===== src/ptmr_defines.svh =====
// register offsets, field positions, reset values and divider counts of the periodic timer
// assumes a 32-bit AXI4-Lite slave with one aligned word per register
`ifndef PTMR_DEFINES_SVH
`define PTMR_DEFINES_SVH

`define PTMR_OFF_CTRLA    8'h00
`define PTMR_OFF_CTRLB    8'h04
`define PTMR_OFF_CNTLO    8'h08
`define PTMR_OFF_CNTHI    8'h0C
`define PTMR_OFF_CMPALO   8'h10
`define PTMR_OFF_CMPAHI   8'h14
`define PTMR_OFF_PERLO    8'h18
`define PTMR_OFF_PERHI    8'h1C
`define PTMR_OFF_STATUS   8'h20

`define PTMR_CA_PAUSE     7
`define PTMR_CA_CKSEL_LSB 4
`define PTMR_CA_ON        3
`define PTMR_CB_MODE_LSB  6
`define PTMR_CB_PINF_LSB  4
`define PTMR_CB_OC        3
`define PTMR_CB_POL       2
`define PTMR_CB_CLRSEL    0
`define PTMR_ST_FLAGA     0
`define PTMR_ST_FLAGP     1

`define PTMR_RST_CTRLA    8'h00
`define PTMR_RST_CTRLB    8'h00
`define PTMR_RST_CMP      10'h000
`define PTMR_CA_IMPL_MASK 8'hF8

`define PTMR_SYSDIV_LAST  2'h3
`define PTMR_HDIV16_LAST  4'hF
`define PTMR_HDIV64_LAST  6'h3F

`define PTMR_RESP_OKAY    2'h0
`define PTMR_RESP_SLVERR  2'h2

`endif


===== src/ptmr_pkg.sv =====
// types shared by the periodic timer
// assumes the defines header carries all numeric constants
package ptmr_pkg;

	typedef enum logic [1:0]
	{
		PTMR_MODE_CMP,
		PTMR_MODE_UNDEF,
		PTMR_MODE_PWM,
		PTMR_MODE_TMR
	} ptmr_mode_t;

	typedef enum logic [2:0]
	{
		PTMR_CK_SYS4,
		PTMR_CK_SYS,
		PTMR_CK_H16,
		PTMR_CK_H64,
		PTMR_CK_SUBA,
		PTMR_CK_SUBB,
		PTMR_CK_PINR,
		PTMR_CK_PINF
	} ptmr_cksel_t;

	typedef enum logic [1:0]
	{
		PTMR_PF_NONE,
		PTMR_PF_LOW,
		PTMR_PF_HIGH,
		PTMR_PF_TOGGLE
	} ptmr_pinf_t;

endpackage


===== src/ptmr_periodic_timer.sv =====
// 10-bit periodic timer with compare, PWM, single pulse and timer/counter modes
// assumes an AXI4-Lite master on clock; pin and other clock inputs are asynchronous
`include "ptmr_defines.svh"

module ptmr_periodic_timer
	import ptmr_pkg::*;
	#(
	parameter int ADDR_W = 8
	)
	(
	input  wire logic              clock,
	input  wire logic              arst_n,
	input  wire logic [ADDR_W-1:0] awaddr,
	input  wire logic              awvalid,
	output logic                   awready,
	input  wire logic [31:0]       wdata,
	input  wire logic [3:0]        wstrb,
	input  wire logic              wvalid,
	output logic                   wready,
	output logic [1:0]             bresp,
	output logic                   bvalid,
	input  wire logic              bready,
	input  wire logic [ADDR_W-1:0] araddr,
	input  wire logic              arvalid,
	output logic                   arready,
	output logic [31:0]            rdata,
	output logic [1:0]             rresp,
	output logic                   rvalid,
	input  wire logic              rready,
	input  wire logic              extClockPin,
	input  wire logic              highClock,
	input  wire logic              subClock,
	output logic                   timerOutputPin,
	output logic                   timerOutputEn
	);

	function automatic logic regHit(input logic [7:0] addr, input logic [7:0] off);
		regHit = (addr[7:2] == off[7:2]);
	endfunction

	function automatic logic isMapped(input logic [7:0] addr);
		isMapped = (addr[7:2] <= 6'(`PTMR_OFF_STATUS >> 2));
	endfunction

	logic [7:0]  ctrlA;
	logic [7:0]  ctrlB;
	logic [9:0]  count;
	logic [9:0]  cmpA;
	logic [9:0]  period;
	logic        flagA;
	logic        flagP;
	logic        onPrev;
	logic        pinLevel;
	logic [2:0]  syncA;
	logic [2:0]  syncB;
	logic [2:0]  syncPrev;
	logic [1:0]  sysDiv;
	logic [5:0]  hDiv;
	logic        awHeld;
	logic [7:0]  awAddrQ;
	logic        wHeld;
	logic [31:0] wDataQ;
	logic [3:0]  wStrbQ;

	// control fields
	wire         pause      = ctrlA[`PTMR_CA_PAUSE];
	wire         counterOn  = ctrlA[`PTMR_CA_ON];
	ptmr_cksel_t clockSelect;
	ptmr_mode_t  modeField;
	ptmr_pinf_t  pinFunction;
	assign clockSelect = ptmr_cksel_t'(ctrlA[`PTMR_CA_CKSEL_LSB +: 3]);
	assign modeField   = ptmr_mode_t'(ctrlB[`PTMR_CB_MODE_LSB +: 2]);
	assign pinFunction = ptmr_pinf_t'(ctrlB[`PTMR_CB_PINF_LSB +: 2]);
	wire         outputControl  = ctrlB[`PTMR_CB_OC];
	wire         outputPolarity = ctrlB[`PTMR_CB_POL];
	wire         clearSelect    = ctrlB[`PTMR_CB_CLRSEL];

	// clock sources; only the second sync stage and later are looked at
	wire [2:0] pinRise = syncB & ~syncPrev;
	wire [2:0] pinFall = ~syncB & syncPrev;
	wire       extRise = pinRise[0];
	wire       extFall = pinFall[0];
	wire       hRise   = pinRise[1];
	wire       subRise = pinRise[2];
	wire       tickSys4 = (sysDiv == `PTMR_SYSDIV_LAST);
	wire       tickH16  = hRise && (hDiv[3:0] == `PTMR_HDIV16_LAST);
	wire       tickH64  = hRise && (hDiv == `PTMR_HDIV64_LAST);

	wire srcEdge =
		(clockSelect == PTMR_CK_SYS4) ? tickSys4 :
		(clockSelect == PTMR_CK_SYS)  ? 1'b1 :
		(clockSelect == PTMR_CK_H16)  ? tickH16 :
		(clockSelect == PTMR_CK_H64)  ? tickH64 :
		(clockSelect == PTMR_CK_PINR) ? extRise :
		(clockSelect == PTMR_CK_PINF) ? extFall :
		subRise;

	// counter core
	wire       onRise   = counterOn && !onPrev;
	wire       tick     = counterOn && !pause && srcEdge;
	wire [9:0] nextVal  = count + 10'h001;
	wire       matchA   = (nextVal == cmpA);
	wire       matchP   = (nextVal == period);
	wire       pwmMode  = (modeField == PTMR_MODE_PWM);
	wire       cmpMode  = (modeField == PTMR_MODE_CMP);
	wire       single   = pwmMode && (pinFunction == PTMR_PF_TOGGLE);
	// period zero makes nextVal==period only at wrap, which is the overflow clear
	wire       clearNow = single ? 1'b0 :
		pwmMode ? matchP :
		(clearSelect ? matchA : matchP);
	wire       evtA     = tick && matchA && (pwmMode || cmpA != `PTMR_RST_CMP);
	wire       evtP     = tick && matchP && !single && (pwmMode || !clearSelect);
	wire       pulseEnd = single && tick && matchA;
	wire       extArm   = (clockSelect == PTMR_CK_PINF) ? extFall : extRise;
	// a pin edge only arms while off, so a running pulse is never restarted
	wire       pulseArm = single && extArm && !counterOn;
	wire       pwmActive = (count < cmpA);

	// compare mode pin action; skipped when it asks for the initial level
	wire reqLevel  = (pinFunction == PTMR_PF_HIGH);
	wire cmpAct    = (pinFunction == PTMR_PF_LOW) || (pinFunction == PTMR_PF_HIGH);
	wire cmpLevel  =
		(pinFunction == PTMR_PF_TOGGLE) ? !pinLevel :
		(cmpAct && reqLevel != outputControl) ? reqLevel :
		pinLevel;
	wire pwmLevel  =
		(pinFunction == PTMR_PF_NONE) ? !outputControl :
		(pinFunction == PTMR_PF_LOW)  ? outputControl :
		(pinFunction == PTMR_PF_HIGH) ? (pwmActive ? outputControl : !outputControl) :
		(counterOn ? outputControl : !outputControl);
	wire next_pinLevel =
		onRise ? outputControl :
		(cmpMode && evtA) ? cmpLevel :
		pwmMode ? pwmLevel :
		pinLevel;

	// bus slave: address and data may arrive in either order
	assign awready = !awHeld && !bvalid;
	assign wready  = !wHeld && !bvalid;
	assign arready = !rvalid;
	wire        awTake  = awvalid && awready;
	wire        wTake   = wvalid && wready;
	wire        arTake  = arvalid && arready;
	wire        doWrite = (awHeld || awTake) && (wHeld || wTake) && !bvalid;
	wire [7:0]  wrAddr  = awHeld ? awAddrQ : awaddr[7:0];
	wire [31:0] wrData  = wHeld ? wDataQ : wdata;
	wire [3:0]  wrStrb  = wHeld ? wStrbQ : wstrb;
	wire        wrLane  = doWrite && wrStrb[0];
	wire [7:0]  wrByte  = wrData[7:0];
	wire        wrCtrlA = wrLane && regHit(wrAddr, `PTMR_OFF_CTRLA);
	wire        wrCtrlB = wrLane && regHit(wrAddr, `PTMR_OFF_CTRLB);
	wire        wrCmpAL = wrLane && regHit(wrAddr, `PTMR_OFF_CMPALO);
	wire        wrCmpAH = wrLane && regHit(wrAddr, `PTMR_OFF_CMPAHI);
	wire        wrPerL  = wrLane && regHit(wrAddr, `PTMR_OFF_PERLO);
	wire        wrPerH  = wrLane && regHit(wrAddr, `PTMR_OFF_PERHI);
	wire        wrStat  = wrLane && regHit(wrAddr, `PTMR_OFF_STATUS);

	// hardware sets and clears of the on bit override a simultaneous write
	wire [7:0] writtenA = wrCtrlA ? (wrByte & `PTMR_CA_IMPL_MASK) : ctrlA;
	wire       next_on  = pulseArm ? 1'b1 : (pulseEnd ? 1'b0 : writtenA[`PTMR_CA_ON]);
	wire [7:0] next_ctrlA = {writtenA[7:4], next_on, 3'h0};

	wire [9:0] next_count = onRise ? 10'h000 :
		tick ? (clearNow ? 10'h000 : nextVal) :
		count;

	wire [7:0] araddr8 = araddr[7:0];
	wire [7:0] rdByte  =
		regHit(araddr8, `PTMR_OFF_CTRLA)  ? ctrlA :
		regHit(araddr8, `PTMR_OFF_CTRLB)  ? ctrlB :
		regHit(araddr8, `PTMR_OFF_CNTLO)  ? count[7:0] :
		regHit(araddr8, `PTMR_OFF_CNTHI)  ? {6'h00, count[9:8]} :
		regHit(araddr8, `PTMR_OFF_CMPALO) ? cmpA[7:0] :
		regHit(araddr8, `PTMR_OFF_CMPAHI) ? {6'h00, cmpA[9:8]} :
		regHit(araddr8, `PTMR_OFF_PERLO)  ? period[7:0] :
		regHit(araddr8, `PTMR_OFF_PERHI)  ? {6'h00, period[9:8]} :
		regHit(araddr8, `PTMR_OFF_STATUS) ? {6'h00, flagP, flagA} :
		8'h00;

	always_ff @(posedge clock or negedge arst_n)
	begin
		if (!arst_n)
		begin
			syncA    <= 3'h0;
			syncB    <= 3'h0;
			syncPrev <= 3'h0;
		end
		else
		begin
			syncA    <= {subClock, highClock, extClockPin};
			syncB    <= syncA;
			syncPrev <= syncB;
		end
	end

	always_ff @(posedge clock or negedge arst_n)
	begin
		if (!arst_n)
		begin
			sysDiv <= 2'h0;
			hDiv   <= 6'h00;
		end
		else
		begin
			sysDiv <= sysDiv + 2'h1;
			if (hRise)
				hDiv <= hDiv + 6'h01;
		end
	end

	always_ff @(posedge clock or negedge arst_n)
	begin
		if (!arst_n)
		begin
			ctrlA    <= `PTMR_RST_CTRLA;
			ctrlB    <= `PTMR_RST_CTRLB;
			count    <= `PTMR_RST_CMP;
			onPrev   <= 1'b0;
			pinLevel <= 1'b0;
		end
		else
		begin
			ctrlA    <= next_ctrlA;
			if (wrCtrlB)
				ctrlB <= wrByte;
			count    <= next_count;
			onPrev   <= counterOn;
			pinLevel <= next_pinLevel;
		end
	end

	always_ff @(posedge clock or negedge arst_n)
	begin
		if (!arst_n)
		begin
			cmpA   <= `PTMR_RST_CMP;
			period <= `PTMR_RST_CMP;
		end
		else
		begin
			if (wrCmpAL)
				cmpA[7:0] <= wrByte;
			if (wrCmpAH)
				cmpA[9:8] <= wrByte[1:0];
			if (wrPerL)
				period[7:0] <= wrByte;
			if (wrPerH)
				period[9:8] <= wrByte[1:0];
		end
	end

	// write-one-to-clear; a new match in the same cycle keeps the flag
	always_ff @(posedge clock or negedge arst_n)
	begin
		if (!arst_n)
		begin
			flagA <= 1'b0;
			flagP <= 1'b0;
		end
		else
		begin
			flagA <= evtA || (flagA && !(wrStat && wrByte[`PTMR_ST_FLAGA]));
			flagP <= evtP || (flagP && !(wrStat && wrByte[`PTMR_ST_FLAGP]));
		end
	end

	always_ff @(posedge clock or negedge arst_n)
	begin
		if (!arst_n)
		begin
			awHeld  <= 1'b0;
			awAddrQ <= 8'h00;
			wHeld   <= 1'b0;
			wDataQ  <= 32'h0000_0000;
			wStrbQ  <= 4'h0;
			bvalid  <= 1'b0;
			bresp   <= `PTMR_RESP_OKAY;
		end
		else
		begin
			if (awTake && !doWrite)
			begin
				awHeld  <= 1'b1;
				awAddrQ <= awaddr[7:0];
			end
			if (wTake && !doWrite)
			begin
				wHeld  <= 1'b1;
				wDataQ <= wdata;
				wStrbQ <= wstrb;
			end
			if (doWrite)
			begin
				awHeld <= 1'b0;
				wHeld  <= 1'b0;
				bvalid <= 1'b1;
				bresp  <= isMapped(wrAddr) ? `PTMR_RESP_OKAY : `PTMR_RESP_SLVERR;
			end
			else if (bvalid && bready)
				bvalid <= 1'b0;
		end
	end

	always_ff @(posedge clock or negedge arst_n)
	begin
		if (!arst_n)
		begin
			rvalid <= 1'b0;
			rdata  <= 32'h0000_0000;
			rresp  <= `PTMR_RESP_OKAY;
		end
		else if (arTake)
		begin
			rvalid <= 1'b1;
			rdata  <= {24'h000000, rdByte};
			rresp  <= isMapped(araddr8) ? `PTMR_RESP_OKAY : `PTMR_RESP_SLVERR;
		end
		else if (rvalid && rready)
			rvalid <= 1'b0;
	end

	// pin released in timer/counter mode, so its level there means nothing
	assign timerOutputEn  = (modeField != PTMR_MODE_TMR);
	assign timerOutputPin = timerOutputEn && (pinLevel ^ outputPolarity);
endmodule


===== config.mk =====
export PLATFORM = sky130hd
export DESIGN_NAME = ptmr_periodic_timer
export DESIGN_NICKNAME = d
export VERILOG_FILES = /design/src/ptmr_pkg.sv /design/src/ptmr_periodic_timer.sv
export VERILOG_INCLUDE_DIRS = /design/src /design/src/src
export SDC_FILE = /design/constraint.sdc
export NUM_CORES = 1
export LEC_CHECK = 0
export BUFFER_PORTS_ARGS = -buffer_cell sky130_fd_sc_hd__buf_2
export CAP_MARGIN = 20
export CORE_ASPECT_RATIO = 0.9
export CORE_UTILIZATION = 50
export CTS_CLUSTER_SIZE = 24
export DETAILED_ROUTE_END_ITERATION = 6
export PLACE_DENSITY = 0.76
export SLEW_MARGIN = 25
export SYNTH_ARGS = -nofsm -noshare
export SYNTH_HDL_FRONTEND = slang
export SYNTH_SLANG_ARGS = --single-unit

===== constraint.sdc =====
create_clock -name clock -period 5.15 [get_ports clock]
set_input_delay 0.7725 -clock clock [delete_from_list [all_inputs] [get_ports clock]]
set_output_delay 0.7725 -clock clock [all_outputs]
set_load 0.03 [all_outputs]

==> results by group <==
Timing
  • Final Cycle Share: 60.32%
  • Max frequency: 0.3219 GHz
  • Final setup viols: 0
  • Final hold vios: 0
  • Fin crit period: 3.107 ns
  • Max-slew violation total from the final report: 0
  • RSZ-0062 raised after global routing: no
  • Worst-margin pin slew: 0.7497 ns
  • Fin Hold WS: 0.3477 ns
  • Post-route setup TNS: 0 ns
  • Clock Skews: 0.008068 ns
  • Slew Limit Headroom: 49.84%

Clock network
  • Inserted Clock Buffers: 9
  • Clock Path Buffers: 2
  • Hold-fix buffers at CTS: 0
  • CTS tree: done
  • Clk sinks: 93
  • Post-CTS Resized: 0
  • CTS root buf: clkbuf_16
  • Clock slew seen by the registers of the worst setup and hold paths: 0.06 ns
  • Setup Fix Bufs, Post-CTS: 0
  • Clock latency on the worst-skew pair: 0.35 ns
  • H-tree levels: 3

Critical path
  • Reg2Reg Depth: 8
  • Buffers and inverters on the worst path: 0
  • Crit path to: count[7]
  • R2r startpoint: count[0]
  • Worst Path Arrival: 3.34 ns
  • RR Endpoint: count[7]
  • Worst setup path startpoint: count[0]
  • Critical-path cell list: ha_1, nand4_1, or3_1, mux2_1, nor2_1, a31o_1, a211oi_1, a21o_1
  • Startpoint class of the critical path: register
  • CP max stage delay: 0.61 ns
  • Worst path depth: 8
  • Worst Path Required: 5.39 ns
  • Top delay family on crit path: simple AND/OR/NAND/NOR gates
  • Crit end category: register
  • Worst Path Max Fanout: 12
  • Reg2reg setup slack: 2.04 ns
  • CP Class: reg -> reg
  • Slowest stage cell, crit path: dfrtp_1

Pwr
  • Leakage power: 2.921 nW
  • Worst vdd ir: 330.6 uV
  • Cell Pwr Density: 477.3 nW/um2

Logic synthesis
  • Synth Warn #: 0
  • XOR/XNOR Fraction of Synth Area: 4.733%
  • Synth Instances: 591
  • Synth top area share: 39.84%
  • Yosys top cell by area: dfrtp_1
  • Top-count cell post-synth: dfrtp_1
  • Post-Synth Adder-Cell Area: 3.641%
  • Synth top area cells: dfrtp_1 40%, mux2_2 9.4%, buf_4 3.7%
  • Post-synth ARST share: 100.0%
  • Top_reg_cell synth: dfrtp_1
  • Most frequent cells after synthesis: 93 x dfrtp_1, 49 x mux2_2, 46 x nand2_1
  • Sequential fraction of the synthesis area: 39.84%
  • Mux contribution to synthesized area: 13.24%
  • Post-Synth Simple-Gate Area: 16.28%
  • Post-synthesis compound-gate area fraction: 14.91%
  • Mapped Area: 5842 um2
  • Largest family of logic cells by synthesized area: simple AND/OR/NAND/NOR gates
  • Cell variety after synth: 79
  • Avg Inst Size Synth: 9.885 um2
  • Number of flops mapped to enable cells by yosys: 0
  • Synth Register Bits: 93

Route
  • Routed wire per std cell: 18.53 um
  • Drt total wl: 14.54 mm
  • Via-to-Cell Ratio: 5.902
  • DRC Markers: 0
  • DRT iter0 DRCs: 296
  • Vias: 4633
  • TritonRoute pass-1 iters: 5
  • DRT antenna net count: 0

GRT
  • Initial antenna violation count: 0
  • Vias in the first global route: 4557
  • Overall global routing resource usage: 25.97%
  • First-pass GRT wire length: 23.70 mm
  • GRT Residual Overflow: 0
  • Largest net degree at the start of global routing: 55

Place
  • Final Wtd Congestion: 0.9831
  • DP HPWL: 10.65 mm
  • Number of port buffers: 47
  • Placed Cells incl. Taps: 770

Die
  • Die area: 12120 um2
  • Core Box Area: 11390 um2
  • Initial Util: 51.30%
  • Num rows: 37
  • Die H: 104.5 um
  • Die extent in x: 115.9 um
  • I/O pin count: 105

Job
  • Max-cap check violation count: 0

Cells and area
  • ANT cells: 0
  • Final Core Density: 56.10%
  • Layout Cells excl Fill: 785
  • Area growth, synth to finish: 9.360%
  • Layout cell share with drive strength beyond 1: 21.14%
  • Fin nets: 704

Worst hold path
  • Worst Hold Class: reg -> reg

Run status
  • Status: finished, final reports clean
[stage by stage]
| stage | worst slack (ns) | total power, mW | area (um2) |
|---|---|---|---|
| final | 2.043 | 3.050 | 6389 |
| after global placement | 2.169 | 2.261 | 6066 |
| after global routing | 1.890 | 3.238 | 6389 |
| after floorplan | 2.730 | 2.001 | 5936 |
| after detailed placement | 2.137 | 2.320 | 6066 |
| after CTS | 2.099 | 3.049 | 6389 |
[area by class of cell]
cell class	count	area (um2)
fill	990	5000
multi-input combinational	443	3182
sequential	93	2327
timing repair buffer	49	252.7
clock buffer	10	239.0
tap	156	195.2
inverter	29	108.9
clock inverter	5	83.83
[where the power goes]
group	internal (mW)	total, mW	switching, mW
Combinational	0.480	1.07	0.587
Clock	0.437	0.718	0.281
Sequential	0.952	1.26	0.312
Total	1.87	3.05	1.18
[kinds of logic after synthesis]
| kind of cell | count (synthesis) |
|---|---|
| buf+inv | 80 |
| other cells | 1 |
| flops | 93 |
| fa+ha+maj | 17 |
| simple gates | 177 |
| mux | 70 |
| compound gates | 127 |
| xor+xnor | 26 |
[layer usage]
layer  up-vias  share of wire, %  global-route usage [%]
met5         -                 0                       0
met4         0               2.5                   9.707
met3        28               6.8                   6.090
met2       202                46                   40.14
met1      2254                44                   35.28
li1       2149                 -                       -
[layout by cell type (no fill, tap or decap), types with 3 or more instances in the layout]
cell type  count
a21oi_1       33
and4_1         3
xnor2_1       12
nor3_1        11
buf_2         46
nor3b_1        3
nand3b_1       3
nor2_1        29
nor2b_1        9
dfrtp_1       93
or2_2          4
mux2i_1       12
o22ai_1        3
nand3_1       13
nand2_1       46
nand2b_1      10
xor2_1        10
or3_1         10
o21ai_0       24
a21o_1         9
ha_1          17
and3_1         8
buf_4          3
mux2_1         9
o221ai_1       3
inv_1         28
a211oi_1       9
nand4_1        4
mux2_2        49
nor4_1         6
clkbuf_16      9
conb_1        26
o21a_1         7
xnor3_1        3
[sequential cells by signal, summed over array words and instances, names as in the netlist, 2 cells and up]
signal,cells
sysDiv,2
hDiv,6
count,10
cmpA,10
syncPrev,3
syncB,3
wDataQ,8
syncA,3
awAddrQ,6
ctrlA,5
rdata,8
ctrlB,8
period,10
[how the worst min path moves through the flow]
stage	startpoint	end	cells after the start
after floorplan	syncA[0]	syncB[0]	0
after global placement	syncA[2]	syncB[2]	0
after detailed placement	syncA[1]	syncB[1]	0
after CTS	syncA[1]	syncB[1]	0
after global routing	syncA[1]	syncB[1]	0
final	syncA[1]	syncB[1]	0
(Power assumes the default switching activity.)
